[config.mk]
export PLATFORM = sky130hd
export DESIGN_NAME = hac_core
export DESIGN_NICKNAME = d
export VERILOG_FILES = /design/src/include/hac_pkg.sv /design/src/core/hac_core.sv
export SDC_FILE = /design/constraint.sdc
export NUM_CORES = 2
export LEC_CHECK = 0
export CAP_MARGIN = 30
export CORE_MARGIN = 4
export CORE_UTILIZATION = 60
export CTS_BUF_LIST = sky130_fd_sc_hd__clkbuf_2 sky130_fd_sc_hd__clkbuf_4 sky130_fd_sc_hd__clkbuf_8
export DETAILED_ROUTE_END_ITERATION = 10
export DONT_BUFFER_PORTS = 1
export PLACE_DENSITY = 0.76
export SLEW_MARGIN = 5
export SYNTH_ARGS = -nofsm -noshare
export SYNTH_HDL_FRONTEND = slang
export SYNTH_SLANG_ARGS = --single-unit
export TNS_END_PERCENT = 30
[constraint.sdc]
create_clock -name clk_in -period 9.35 [get_ports clk_in]
set_clock_uncertainty 0.15 [all_clocks]
set_input_delay 1.87 -clock clk_in [delete_from_list [all_inputs] [get_ports clk_in]]
set_output_delay 1.87 -clock clk_in [all_outputs]
set_load 0.01 [all_outputs]
[src/include/hac_pkg.sv]
package hac_pkg;

    // ------------------------------------------------------------
    // widths
    // ------------------------------------------------------------
    localparam int SAMPLE_W = 16;
    localparam int ANGLE_W = 16;
    localparam int TEMP_W = 12;
    localparam int CORDIC_W = 20;
    localparam int ITER_W = 4;
    localparam int NUM_PLATES = 6;
    localparam int NUM_PATHS = 4;

    // ------------------------------------------------------------
    // timing
    // ------------------------------------------------------------
    localparam int CLK_PERIOD_NS = 50;
    localparam int ANGLE_REFRESH_PERIOD_NS = 2000;
    localparam int REFRESH_CYCLES = ANGLE_REFRESH_PERIOD_NS / CLK_PERIOD_NS;
    localparam int CNT_W = 6;
    localparam logic [ITER_W-1:0] LAST_ITER = 4'hD;

    // ------------------------------------------------------------
    // arithmetic constants (unsigned Q0.16 gains, angles per full turn)
    // ------------------------------------------------------------
    localparam logic [15:0] GAIN_SQRT3_HALF = 16'hDDB4;
    localparam logic [15:0] GAIN_INV_SQRT3 = 16'h93CD;
    localparam logic [ANGLE_W-1:0] ANGLE_HALF_TURN = 16'h8000;
    localparam logic [ANGLE_W-1:0] ANGLE_60_DEG = 16'h2AAB;
    localparam logic [ANGLE_W-1:0] ANGLE_120_DEG = 16'h5555;
    localparam logic [ANGLE_W-1:0] DEFAULT_MISMATCH_LIMIT = 16'h0100;

    // ------------------------------------------------------------
    // temperature scaling and thresholds
    // ------------------------------------------------------------
    localparam int TEMP_COUNTS_PER_DEG = 8;
    localparam int OVER_TEMP_DEG = 170;
    localparam int UNDER_TEMP_DEG = -60;
    localparam logic signed [TEMP_W-1:0] OVER_TEMP_COUNTS = TEMP_W'(OVER_TEMP_DEG * TEMP_COUNTS_PER_DEG);
    localparam logic signed [TEMP_W-1:0] UNDER_TEMP_COUNTS = TEMP_W'(UNDER_TEMP_DEG * TEMP_COUNTS_PER_DEG);

    // ------------------------------------------------------------
    // status bit positions
    // ------------------------------------------------------------
    localparam int ST_SAFE_BIT = 0;
    localparam int ST_OVER_BIT = 1;
    localparam int ST_UNDER_BIT = 2;
    localparam int STATUS_W = 3;

    // ------------------------------------------------------------
    // types
    // ------------------------------------------------------------
    typedef enum logic [2:0] {
        HAC_WAIT = 3'h1,
        HAC_SOLVE = 3'h2,
        HAC_STORE = 3'h4
    } hac_state_e;

    typedef struct packed {
        logic [ANGLE_W-1:0] main_angle;
        logic [ANGLE_W-1:0] redundant_angle_ab;
        logic [ANGLE_W-1:0] redundant_angle_bc;
        logic [ANGLE_W-1:0] redundant_angle_ca;
    } hac_angles_s;

    typedef struct packed {
        logic signed [TEMP_W-1:0] main_temp;
        logic signed [TEMP_W-1:0] redundant_temp;
    } hac_temps_s;

endpackage

[src/core/hac_core.sv]
`timescale 1ns/1ps
module hac_core #(
    parameter logic [hac_pkg::ANGLE_W-1:0] MISMATCH_LIMIT = hac_pkg::DEFAULT_MISMATCH_LIMIT
) (
    // clock and reset
    input wire logic clk_in,
    input wire logic rst_n_in,
    // plate samples from the front end (same clock)
    input wire logic [hac_pkg::NUM_PLATES-1:0][hac_pkg::SAMPLE_W-1:0] plate_field_sample_in,
    input wire hac_pkg::hac_temps_s temp_raw_in,
    // serial frame pins, carrier start and status clear
    input wire logic spi_sclk_in,
    input wire logic spi_cs_n_in,
    input wire logic pwm_carrier_start_in,
    input wire logic status_clear_in,
    // results
    output hac_pkg::hac_angles_s angles_out,
    output logic angle_update_out,
    output logic [hac_pkg::ANGLE_W-1:0] serial_angle_out,
    output logic [hac_pkg::ANGLE_W-1:0] pwm_angle_out,
    output hac_pkg::hac_temps_s temps_out,
    output logic safe_state_out,
    output logic [hac_pkg::STATUS_W-1:0] status_out
);

    localparam int W = hac_pkg::CORDIC_W;
    localparam int AW = hac_pkg::ANGLE_W;

    // ------------------------------------------------------------
    // helpers
    // ------------------------------------------------------------
    // multiply by an unsigned Q0.16 gain
    function automatic logic signed [W-1:0] scale_q16(input logic signed [W-1:0] v, input logic [15:0] k);
        logic signed [W+16:0] p;
        p = v * $signed({1'b0, k});
        return p[W+15:16];
    endfunction

    // arctangent of 2^-i in angle units of a full turn
    function automatic logic [AW-1:0] atan_step(input logic [hac_pkg::ITER_W-1:0] i);
        logic [AW-1:0] r;
        r = 16'h0000;
        unique case (i)
            4'h0: r = 16'h2000;
            4'h1: r = 16'h12E4;
            4'h2: r = 16'h09FB;
            4'h3: r = 16'h0511;
            4'h4: r = 16'h028B;
            4'h5: r = 16'h0146;
            4'h6: r = 16'h00A3;
            4'h7: r = 16'h0051;
            4'h8: r = 16'h0029;
            4'h9: r = 16'h0014;
            4'hA: r = 16'h000A;
            4'hB: r = 16'h0005;
            4'hC: r = 16'h0003;
            4'hD: r = 16'h0001;
            default: r = 16'h0000;
        endcase
        return r;
    endfunction

    // ------------------------------------------------------------
    // channel forming and engine inputs
    // ------------------------------------------------------------
    logic signed [W-1:0] ch_a;
    logic signed [W-1:0] ch_b;
    logic signed [W-1:0] ch_c;
    logic signed [W-1:0] init_x [hac_pkg::NUM_PATHS];
    logic signed [W-1:0] init_y [hac_pkg::NUM_PATHS];
    logic [AW-1:0] init_z [hac_pkg::NUM_PATHS];

    // differential channels from opposite plates
    always_comb begin
        ch_a = W'($signed(plate_field_sample_in[0])) - W'($signed(plate_field_sample_in[3]));
        ch_b = W'($signed(plate_field_sample_in[1])) - W'($signed(plate_field_sample_in[4]));
        ch_c = W'($signed(plate_field_sample_in[2])) - W'($signed(plate_field_sample_in[5]));
    end

    // vector for each path; path 0 from all three channels, paths 1-3 pair P,Q with Q 60 degrees behind P
    always_comb begin
        init_x[0] = ch_a + W'((ch_b - ch_c) / 2);
        init_y[0] = scale_q16(ch_b + ch_c, hac_pkg::GAIN_SQRT3_HALF);
        init_z[0] = 16'h0000;
        init_x[1] = ch_a;
        init_y[1] = scale_q16(W'(2 * ch_b - ch_a), hac_pkg::GAIN_INV_SQRT3);
        init_z[1] = 16'h0000;
        init_x[2] = ch_b;
        init_y[2] = scale_q16(W'(2 * ch_c - ch_b), hac_pkg::GAIN_INV_SQRT3);
        init_z[2] = hac_pkg::ANGLE_60_DEG;
        init_x[3] = ch_c;
        init_y[3] = scale_q16(W'(-2 * ch_a - ch_c), hac_pkg::GAIN_INV_SQRT3);
        init_z[3] = hac_pkg::ANGLE_120_DEG;
    end

    // ------------------------------------------------------------
    // sequencer: refresh counter and solve state
    // ------------------------------------------------------------
    hac_pkg::hac_state_e state_ff, nxt_state;
    logic [hac_pkg::CNT_W-1:0] refresh_cnt_ff, nxt_refresh_cnt;
    logic [hac_pkg::ITER_W-1:0] iter_ff, nxt_iter;
    logic start_pulse;

    // a new solve starts every refresh period regardless of any output
    always_comb begin
        nxt_refresh_cnt = refresh_cnt_ff + 6'h01;
        start_pulse = 1'b0;
        if (refresh_cnt_ff == hac_pkg::CNT_W'(hac_pkg::REFRESH_CYCLES - 1)) begin
            nxt_refresh_cnt = 6'h00;
            start_pulse = 1'b1;
        end
        nxt_state = state_ff;
        nxt_iter = iter_ff;
        unique case (state_ff)
            hac_pkg::HAC_WAIT: begin
                if (start_pulse) begin
                    nxt_state = hac_pkg::HAC_SOLVE;
                    nxt_iter = 4'h0;
                end
            end
            hac_pkg::HAC_SOLVE: begin
                nxt_iter = iter_ff + 4'h1;
                if (iter_ff == hac_pkg::LAST_ITER) begin
                    nxt_state = hac_pkg::HAC_STORE;
                end
            end
            hac_pkg::HAC_STORE: begin
                nxt_state = hac_pkg::HAC_WAIT;
            end
            default: begin
                nxt_state = hac_pkg::HAC_WAIT;
            end
        endcase
    end

    // sequencer registers
    always_ff @(posedge clk_in or negedge rst_n_in) begin
        if (!rst_n_in) begin
            state_ff <= hac_pkg::HAC_WAIT;
            refresh_cnt_ff <= 6'h00;
            iter_ff <= 4'h0;
        end else begin
            state_ff <= nxt_state;
            refresh_cnt_ff <= nxt_refresh_cnt;
            iter_ff <= nxt_iter;
        end
    end

    // ------------------------------------------------------------
    // four vectoring engines, one per path
    // ------------------------------------------------------------
    logic [AW-1:0] angle_ff [hac_pkg::NUM_PATHS];

    for (genvar k = 0; k < hac_pkg::NUM_PATHS; k++) begin : g_path
        logic signed [W-1:0] x_ff, nxt_x;
        logic signed [W-1:0] y_ff, nxt_y;
        logic [AW-1:0] z_ff, nxt_z;
        logic [AW-1:0] nxt_angle;

        // left half-plane folded by a half turn, then shift-add rotations
        always_comb begin
            nxt_x = x_ff;
            nxt_y = y_ff;
            nxt_z = z_ff;
            nxt_angle = angle_ff[k];
            if (state_ff == hac_pkg::HAC_WAIT && start_pulse) begin
                nxt_x = init_x[k];
                nxt_y = init_y[k];
                nxt_z = init_z[k];
                if (init_x[k] < 0) begin
                    nxt_x = -init_x[k];
                    nxt_y = -init_y[k];
                    nxt_z = init_z[k] + hac_pkg::ANGLE_HALF_TURN;
                end
            end else if (state_ff == hac_pkg::HAC_SOLVE) begin
                if (y_ff >= 0) begin
                    nxt_x = x_ff + (y_ff >>> iter_ff);
                    nxt_y = y_ff - (x_ff >>> iter_ff);
                    nxt_z = z_ff + atan_step(iter_ff);
                end else begin
                    nxt_x = x_ff - (y_ff >>> iter_ff);
                    nxt_y = y_ff + (x_ff >>> iter_ff);
                    nxt_z = z_ff - atan_step(iter_ff);
                end
            end else if (state_ff == hac_pkg::HAC_STORE) begin
                nxt_angle = z_ff;
            end
        end

        // engine registers
        always_ff @(posedge clk_in or negedge rst_n_in) begin
            if (!rst_n_in) begin
                x_ff <= '0;
                y_ff <= '0;
                z_ff <= 16'h0000;
                angle_ff[k] <= 16'h0000;
            end else begin
                x_ff <= nxt_x;
                y_ff <= nxt_y;
                z_ff <= nxt_z;
                angle_ff[k] <= nxt_angle;
            end
        end
    end

    // ------------------------------------------------------------
    // serial pin synchronisers and frame capture
    // ------------------------------------------------------------
    logic [2:0] sclk_sync_ff, nxt_sclk_sync;
    logic [2:0] cs_sync_ff, nxt_cs_sync;
    logic armed_ff, nxt_armed;
    logic [AW-1:0] serial_ff, nxt_serial;
    logic [AW-1:0] pwm_ff, nxt_pwm;

    // stage 0 feeds stage 1 only; edges are taken between stages 1 and 2
    always_comb begin
        nxt_sclk_sync = {sclk_sync_ff[1:0], spi_sclk_in};
        nxt_cs_sync = {cs_sync_ff[1:0], spi_cs_n_in};
        nxt_armed = armed_ff;
        nxt_serial = serial_ff;
        if (cs_sync_ff[2] && !cs_sync_ff[1]) begin
            nxt_armed = 1'b1;
        end
        if (cs_sync_ff[1]) begin
            nxt_armed = 1'b0;
        end else if (armed_ff && (sclk_sync_ff[2] != sclk_sync_ff[1])) begin
            nxt_serial = angle_ff[0];
            nxt_armed = 1'b0; // held for the rest of the frame
        end
        nxt_pwm = pwm_ff;
        if (pwm_carrier_start_in) begin
            nxt_pwm = angle_ff[0];
        end
    end

    // capture registers
    always_ff @(posedge clk_in or negedge rst_n_in) begin
        if (!rst_n_in) begin
            sclk_sync_ff <= 3'h0;
            cs_sync_ff <= 3'h7;
            armed_ff <= 1'b0;
            serial_ff <= 16'h0000;
            pwm_ff <= 16'h0000;
        end else begin
            sclk_sync_ff <= nxt_sclk_sync;
            cs_sync_ff <= nxt_cs_sync;
            armed_ff <= nxt_armed;
            serial_ff <= nxt_serial;
            pwm_ff <= nxt_pwm;
        end
    end

    // ------------------------------------------------------------
    // monitor: mismatch, temperature and sticky status
    // ------------------------------------------------------------
    logic safe_ff, nxt_safe;
    logic [hac_pkg::STATUS_W-1:0] status_ff, nxt_status;
    hac_pkg::hac_temps_s temps_ff, nxt_temps;
    logic mismatch;
    logic over_temp;
    logic under_temp;
    logic signed [AW-1:0] diff;
    logic [AW-1:0] diff_abs;

    // safe state latches until reset; status bits set wins over clear
    always_comb begin
        mismatch = 1'b0;
        diff = '0;
        diff_abs = '0;
        for (int p = 1; p < hac_pkg::NUM_PATHS; p++) begin
            diff = $signed(angle_ff[0] - angle_ff[p]);
            diff_abs = (diff < 0) ? AW'(-diff) : AW'(diff);
            if (diff_abs > MISMATCH_LIMIT) begin
                mismatch = 1'b1;
            end
        end
        nxt_temps = temp_raw_in;
        over_temp = (temps_ff.main_temp > hac_pkg::OVER_TEMP_COUNTS) ||
                    (temps_ff.redundant_temp > hac_pkg::OVER_TEMP_COUNTS);
        under_temp = (temps_ff.main_temp < hac_pkg::UNDER_TEMP_COUNTS) ||
                     (temps_ff.redundant_temp < hac_pkg::UNDER_TEMP_COUNTS);
        nxt_safe = safe_ff | mismatch;
        nxt_status = status_clear_in ? 3'h0 : status_ff;
        nxt_status[hac_pkg::ST_SAFE_BIT] = nxt_status[hac_pkg::ST_SAFE_BIT] | mismatch;
        nxt_status[hac_pkg::ST_OVER_BIT] = nxt_status[hac_pkg::ST_OVER_BIT] | over_temp;
        nxt_status[hac_pkg::ST_UNDER_BIT] = nxt_status[hac_pkg::ST_UNDER_BIT] | under_temp;
    end

    // monitor registers
    always_ff @(posedge clk_in or negedge rst_n_in) begin
        if (!rst_n_in) begin
            safe_ff <= 1'b0;
            status_ff <= 3'h0;
            temps_ff <= '0;
        end else begin
            safe_ff <= nxt_safe;
            status_ff <= nxt_status;
            temps_ff <= nxt_temps;
        end
    end

    // ------------------------------------------------------------
    // outputs, all straight from flip-flops
    // ------------------------------------------------------------
    logic update_ff;

    // one-cycle mark, high in the first cycle that shows the new angles
    always_ff @(posedge clk_in or negedge rst_n_in) begin
        if (!rst_n_in) begin
            update_ff <= 1'b0;
        end else begin
            update_ff <= (state_ff == hac_pkg::HAC_STORE);
        end
    end

    assign angles_out = {angle_ff[0], angle_ff[1], angle_ff[2], angle_ff[3]};
    assign angle_update_out = update_ff;
    assign serial_angle_out = serial_ff;
    assign pwm_angle_out = pwm_ff;
    assign temps_out = temps_ff;
    assign safe_state_out = safe_ff;
    assign status_out = status_ff;

endmodule // hac_core

After elaboration in Yosys (flattened, before gate mapping). Memory sizes are Yosys's and may differ from the RTL's. Index checks and enable logic that the tools add are counted.

Register bits after elaboration: 369. ROM bits: 1792. Bits of input ports: 126. Output and inout bits: 125. Logic and storage cells: 236. Memories: 8.

Add/sub/neg operators: 51. Multipliers: 4. Magnitude comparators: 18. Equality and inequality tests: 8. Shift-type cells: 8. Muxes and demuxes: 89. Bitwise gates (word level): 8. Reduce and logical (&&, ||, !) cells: 13.

Memories: (name not given) (words 16, bits a word 14, rd ports 1, clocked after Yosys merged registers in 0, write ports 0, RTL line hac_core.sv:43) `unique case (i)`; (name not given) (words 16, bits a word 14, rd ports 1, clocked after Yosys merged registers in 0, write ports 0, RTL line hac_core.sv:43); (name not given) (words 16, bits a word 14, rd ports 1, clocked after Yosys merged registers in 0, write ports 0, RTL line hac_core.sv:43); (name not given) (words 16, bits a word 14, rd ports 1, clocked after Yosys merged registers in 0, write ports 0, RTL line hac_core.sv:43); (name not given) (words 16, bits a word 14, rd ports 1, clocked after Yosys merged registers in 0, write ports 0, RTL line hac_core.sv:43); (name not given) (words 16, bits a word 14, rd ports 1, clocked after Yosys merged registers in 0, write ports 0, RTL line hac_core.sv:43); +2 memories.

Operators by type and width (number): 2-to-1 mux 16 bit (43); 2-to-1 mux 20 bit (32); adder 20 bit (8); >>> shifter 20 x 4 -> 20 bit (8); subtractor 20 bit (8); subtractor 16 bit (7); greater-or-equal comparator 20 x 1 -> 1 bit, second input constant (4); negation 20 bit (4); multiplier 19 x 17 -> 36 bit, second input constant (2); adder 16 bit (4); negation 17 -> 20 bit (3); < comparator 17 x 1 -> 1 bit, second input constant (3); subtractor 16 x 16 -> 17 bit (3); greater-than comparator 16 x 9 -> 1 bit, second input constant (3); < comparator 16 x 1 -> 1 bit, second input constant (3); negation 16 bit (3); subtractor 18 x 17 -> 19 bit (2); multiplier 20 x 17 -> 36 bit, second input constant (1); multiplier 18 x 15 -> 33 bit, second input constant (1); greater-than comparator 12 bit, second input constant (2); < comparator 12 x 10 -> 1 bit, second input constant (2); adder 17 x 20 -> 20 bit (1); adder 20 x 1 -> 20 bit (1); < comparator 20 x 1 -> 1 bit, second input constant (1); other kinds (30) (50).

Logic depth before layout (Yosys ltp).
Depth in word-level cells: 8. Mapped depth: 52. Gate-level depth less buffers: 50.

Worst setup path after synthesis. OpenSTA, ideal clock, no wires.

Kind: in2reg. From: in plate_field_sample_in[0] (netlist bit). To: reg g_path[3].y_ff[19]. Arrival time: 12.816 ns. Required time: 9.072 ns. Setup slack: -3.743 ns. Cell stages on the path: 51. Path through: inv_1 -> ha_1 -> fa_1 -> nand2b_1 -> a21boi_0 -> or2_2 -> xnor2_1 -> inv_1 -> nor4_1 -> nand3_1 -> nor3_1 -> nand3_1 -> nor3_1 -> xnor2_1 -> ha_1 -> clkbuf_1 -> and3_1 -> nand4_1 -> [... 15 more ...] -> fa_1 -> inv_1 -> ha_1 -> clkbuf_1 -> nand4_1 -> inv_1 -> a22oi_1 -> a2bb2oi_1 -> nand2_1 -> nor2_1 -> nor2_1 -> o41a_1 -> xor2_1 -> o31ai_1 -> xnor2_1 -> xnor2_1 -> xnor2_1 -> o21ai_2.

Cells in the longest elaborated chain, start to end: 7.

Ends and longest elaborated chain: from (decl) (RTL line hac_core.sv:9) `input wire logic [hac_pkg::NUM_PLATES-1:0][hac_pkg::SAMPLE_W-1:0] plate_field_sample_in,`; subtractor 16 x 16 -> 17 bit (*) (RTL line hac_core.sv:75) `ch_a = W'($signed(plate_field_sample_in[0])) - W'($signed(plate_field_sample_in[3]));`; negation 17 -> 19 bit (*) (RTL line hac_core.sv:92) `init_y[3] = scale_q16(W'(-2 * ch_a - ch_c), hac_pkg::GAIN_INV_SQRT3);`; subtractor 20 x 17 -> 20 bit (*) (RTL line hac_core.sv:92); multiplier 20 x 17 -> 36 bit (*) (RTL line hac_core.sv:35) `p = v * $signed({1'b0, k});`; negation 20 bit (RTL line hac_core.sv:172) `nxt_y = -init_y[k];`; 2-to-1 mux 20 bit (*) (RTL line hac_core.sv:170) `if (init_x[k] < 0) begin`; 2-to-1 mux 20 bit (*) (RTL line hac_core.sv:166) `if (state_ff == hac_pkg::HAC_WAIT && start_pulse) begin`; to (signal assigned) (RTL line hac_core.sv:199) `y_ff <= nxt_y;`; to (decl) (RTL line hac_core.sv:156) `logic signed [W-1:0] y_ff, nxt_y;`.

Mark *: on every way between the ends. The rest lies on a longest branch, timed or not. A chain may end at the register's enable or synchronous reset.

Worst setup path in the final report.
From: in plate_field_sample_in[1] (netlist bit). To: reg g_path[3].y_ff[19].

Same word-level chain as after synthesis.

==> impl_metrics.json <==
{
  "cpMaxStageDelayCell": "fa_1",
  "tightest_slew_ns": 1.17,
  "synth_top_flop_cell": "dfrtp_1",
  "drv_cap": 0,
  "regArea_um2": 9260,
  "outcome": "finished, violations left",
  "met3_length_mm": 19.9,
  "grt_setup_unrepaired": "true",
  "cp_common_cell": "buf_4",
  "io_buffers": 0,
  "hold_depth": 0,
  "violations": "negative setup slack",
  "drtAntennaViolNets": 0,
  "dieArea_um2": 124000,
  "viasPerCell": 6.05,
  "cp.arrival_ns": 11.58,
  "grt_use_total": 0.361,
  "finalSetupViolations": 78,
  "routed_wl_mm": 235,
  "final_nets": 11300,
  "worstHoldStart": "sclk_sync_ff[0]$_DFF_PN0_",
  "crit_type": "in2reg",
  "grt_pass1_wl_mm": 364,
  "dr_total_vias": 68100,
  "first_pass_iters": 8,
  "numCtsBuffers": 68,
  "multi_input_area_um2": 60400,
  "drive_above_1_share": 0.239,
  "postLayoutCoreUtil": 0.745,
  "overflow": 0,
  "start_util": 0.603,
  "synth_cells": 8565,
  "antenna_found_initial": 4,
  "drt-initial-drc-count": 6458,
  "io_pins": 251,
  "reg2reg_to": "g_path[3].y_ff[19]$_DFFE_PN0N_",
  "met2_wirelength_mm": 108,
  "syn_to_final_growth_pct": 23.6,
  "num_rows": 126,
  "die_w_um": 352,
  "avgSynthCellArea_um2": 8.30,
  "rr_worst_depth": 22,
  "highest_layer": "met5",
  "reg2reg_slack_ns": 1.74,
  "dpl.hpwl_mm": 183,
  "gp_congestion": 0.990,
  "cts_tree": "done",
  "seq_area_frac_synth": 0.130,
  "coreArea_um2": 118000,
  "synth_nets": 10200,
  "htreeDepth": 3,
  "die_height_um": 352,
  "drt-met1-wl_mm": 95.5,
  "cts.sinks": 369,
  "clk_latency_ns": 0.70,
  "synth_seq_cells": 369,
  "relSlewSlack": 0.219,
  "min_period_ns": 11.21,
  "worst_path_largest_cell_delay_ns": 0.56,
  "critPathLaunchType": "input port",
  "yosys_warnings": 0,
  "fillers": 8648,
  "grt_max_degree": 370,
  "hold_viol_final": 0,
  "max_freq_mhz": 89.2,
  "maxSlewViolCount": 0,
  "hold_class": "reg2reg",
  "setup_ws_ns": -1.86,
  "cts_root_buffer": "clkbuf_8",
  "ys_async_sr_fraction": 1.00,
  "rr_startpoint": "iter_ff[1]$_DFFE_PN0P_",
  "cp_max_fo": 5,
  "cts.clk_slew.worst_paths_ns": 0.07,
  "crit_required_ns": 9.72,
  "cts_buffer_depth": 3,
  "syn_area_um2": 71100,
  "fin_crit_sh": 1.20,
  "grt_pass1_vias": 67700,
  "min_to": "sclk_sync_ff[1]$_DFF_PN0_",
  "critPathCaptureType": "flip-flop",
  "ys_types": 106,
  "wl_per_cell_um": 20.8,
  "synth_edf_count": 0,
  "drc": 0
}
==> cells in the mapped netlist, types with 20 or more instances <==
master,instances,share of area
a21boi_0,37,0.0039
nand4_1,25,0.0022
a31oi_1,72,0.0063
buf_1,43,0.0023
and3_1,68,0.0060
mux2_2,97,0.015
mux2i_1,137,0.019
o21ai_0,541,0.038
nor3_1,162,0.011
a221oi_1,20,0.0025
o22ai_1,48,0.0042
o211ai_1,56,0.0059
a31o_2,22,0.0027
inv_1,1127,0.059
dfrtp_1,365,0.13
xor2_1,231,0.028
nor2b_1,83,0.0073
or3_1,50,0.0044
nor2_1,620,0.033
o31ai_1,48,0.0051
o21a_1,71,0.0075
nand2b_1,93,0.0082
a211o_1,22,0.0027
nand2_1,653,0.034
ha_1,967,0.17
and2_1,49,0.0043
a211oi_1,115,0.012
o21bai_1,68,0.0072
fa_1,510,0.14
buf_2,47,0.0033
mux4_2,87,0.028
a21o_1,137,0.014
nand3_1,166,0.012
or2_2,26,0.0023
a21oi_1,598,0.042
clkbuf_1,200,0.011
o21ai_1,22,0.0015
xnor2_1,513,0.063
nor4_1,33,0.0029
a22oi_1,23,0.0024
==> per-layer routing <==
| layer | vias up | global-route usage |
|---|---|---|
| met5 | - | 0 |
| met4 | 2 | 0.147 |
| met3 | 617 | 0.0664 |
| met2 | 2840 | 0.593 |
| met1 | 32900 | 0.473 |
| li1 | 31800 | - |
==> layout by cell type (no fill, tap or decap), types with 32 or more instances in the layout <==
master    instances
a211oi_1        104
a21o_1          136
a21oi_1         526
a21oi_2          63
a31oi_1          61
and2_1           43
and3_1           54
buf_4          1275
buf_6            51
clkbuf_8         82
dfrtp_1         359
fa_1            494
ha_1            883
ha_4             76
inv_1          1087
inv_2            32
mux2_2           97
mux2i_1         135
mux4_2           87
nand2_1         630
nand2b_1         88
nand3_1         152
nor2_1          595
nor2b_1          78
nor3_1          140
o211ai_1         56
o21a_1           71
o21ai_0         484
o21ai_1          42
o21bai_1         64
o22ai_1          44
o31ai_1          36
or3_1            47
xnor2_1         444
xnor2_2          61
xor2_1          197
==> worst max path at each step <==
stage	slack, ns	end	startpoint
floorplan	-2.24	g_path[3].y_ff[19]$_DFFE_PN0N_	plate_field_sample_in[0]
global placement	-2.90	g_path[2].y_ff[18]$_DFFE_PN0N_	plate_field_sample_in[65]
detailed placement	-2.93	g_path[0].y_ff[16]$_DFFE_PN0N_	plate_field_sample_in[65]
CTS	-1.58	g_path[3].y_ff[19]$_DFFE_PN0N_	plate_field_sample_in[32]
global route	-2.22	g_path[3].y_ff[19]$_DFFE_PN0N_	plate_field_sample_in[1]
finish	-1.86	g_path[3].y_ff[19]$_DFFE_PN0N_	plate_field_sample_in[1]
==> timing repair <==
action	4_1_cts	5_1_grt
gates resized for setup	390	261
pin swaps	277	282
endpoints found under the setup margin	80	99
hold buffers	0	0
buffers inserted	114	71
endpoints found under the hold margin	0	0
==> worst max-delay path, delay by kind of cell <==
family	cells	cell delay (ns)
adder cells (fa/ha/maj)	9	3.22
AND/OR/NAND/NOR	10	1.54
XOR/XNOR	7	1.19
buffers and inverters	9	1.18
AO/OA/AOI/OAI	16	2.60
==> sequential cells by signal (all words and copies together) (netlist names) <==
signal,flops
temps_out,24
iter_ff,4
armed_ff,1
pwm_angle_out,16
serial_angle_out,16
g_path.y_ff,80
state_ff,3
g_path.x_ff,80
g_path.z_ff,64
status_out,3
refresh_cnt_ff,6
angles_out,64
sclk_sync_ff,3
cs_sync_ff,3
angle_update_out,1
safe_state_out,1
==> layout make-up <==
| cell class | count | share of cell area |
|---|---|---|
| Sequential cell | 369 | 0.105 |
| Antenna cell | 1 | 0.0000285 |
| Inverter | 1134 | 0.0490 |
| Multi-Input combinational cell | 6750 | 0.687 |
| Clock inverter | 24 | 0.00329 |
| Timing Repair Buffer | 1342 | 0.119 |
| Tap cell | 1536 | 0.0219 |
| Clock buffer | 100 | 0.0144 |
==> logic make-up (layout without fill, tap and decap cells) <==
logic type | after synthesis | after routing | share of synthesized area
and+or+nand+nor | 2123 | 2123 | 0.139
DFF | 369 | 369 | 0.130
buffers and inverters | 1446 | 2600 | 0.0793
muxes | 325 | 325 | 0.0635
AOI/OAI and AO/OA | 2081 | 2081 | 0.183
xor gates and xnor gates | 744 | 744 | 0.0916
adders and majority gates | 1477 | 1477 | 0.314
other | 0 | 1 | 0
==> through the flow <==
step           cells  setup slack [ns]  instance area [µm²]  hold WS [ns]  setup TNS, ns
6_report       11300             -1.86                87900         0.205         -95.01
5_1_grt        11300             -2.22                87900         0.210        -118.65
4_1_cts        11200             -1.58                86200         0.207         -82.24
3_5_place_dp   11000             -2.93                81700         0.195        -182.70
3_3_place_gp   11000             -2.90                81600         0.184        -170.77
2_1_floorplan   8565             -2.24                72100         0.181        -107.94
Power is not shown: default switching activity piles up to over one toggle a cycle in this logic, so the estimate is an artifact.
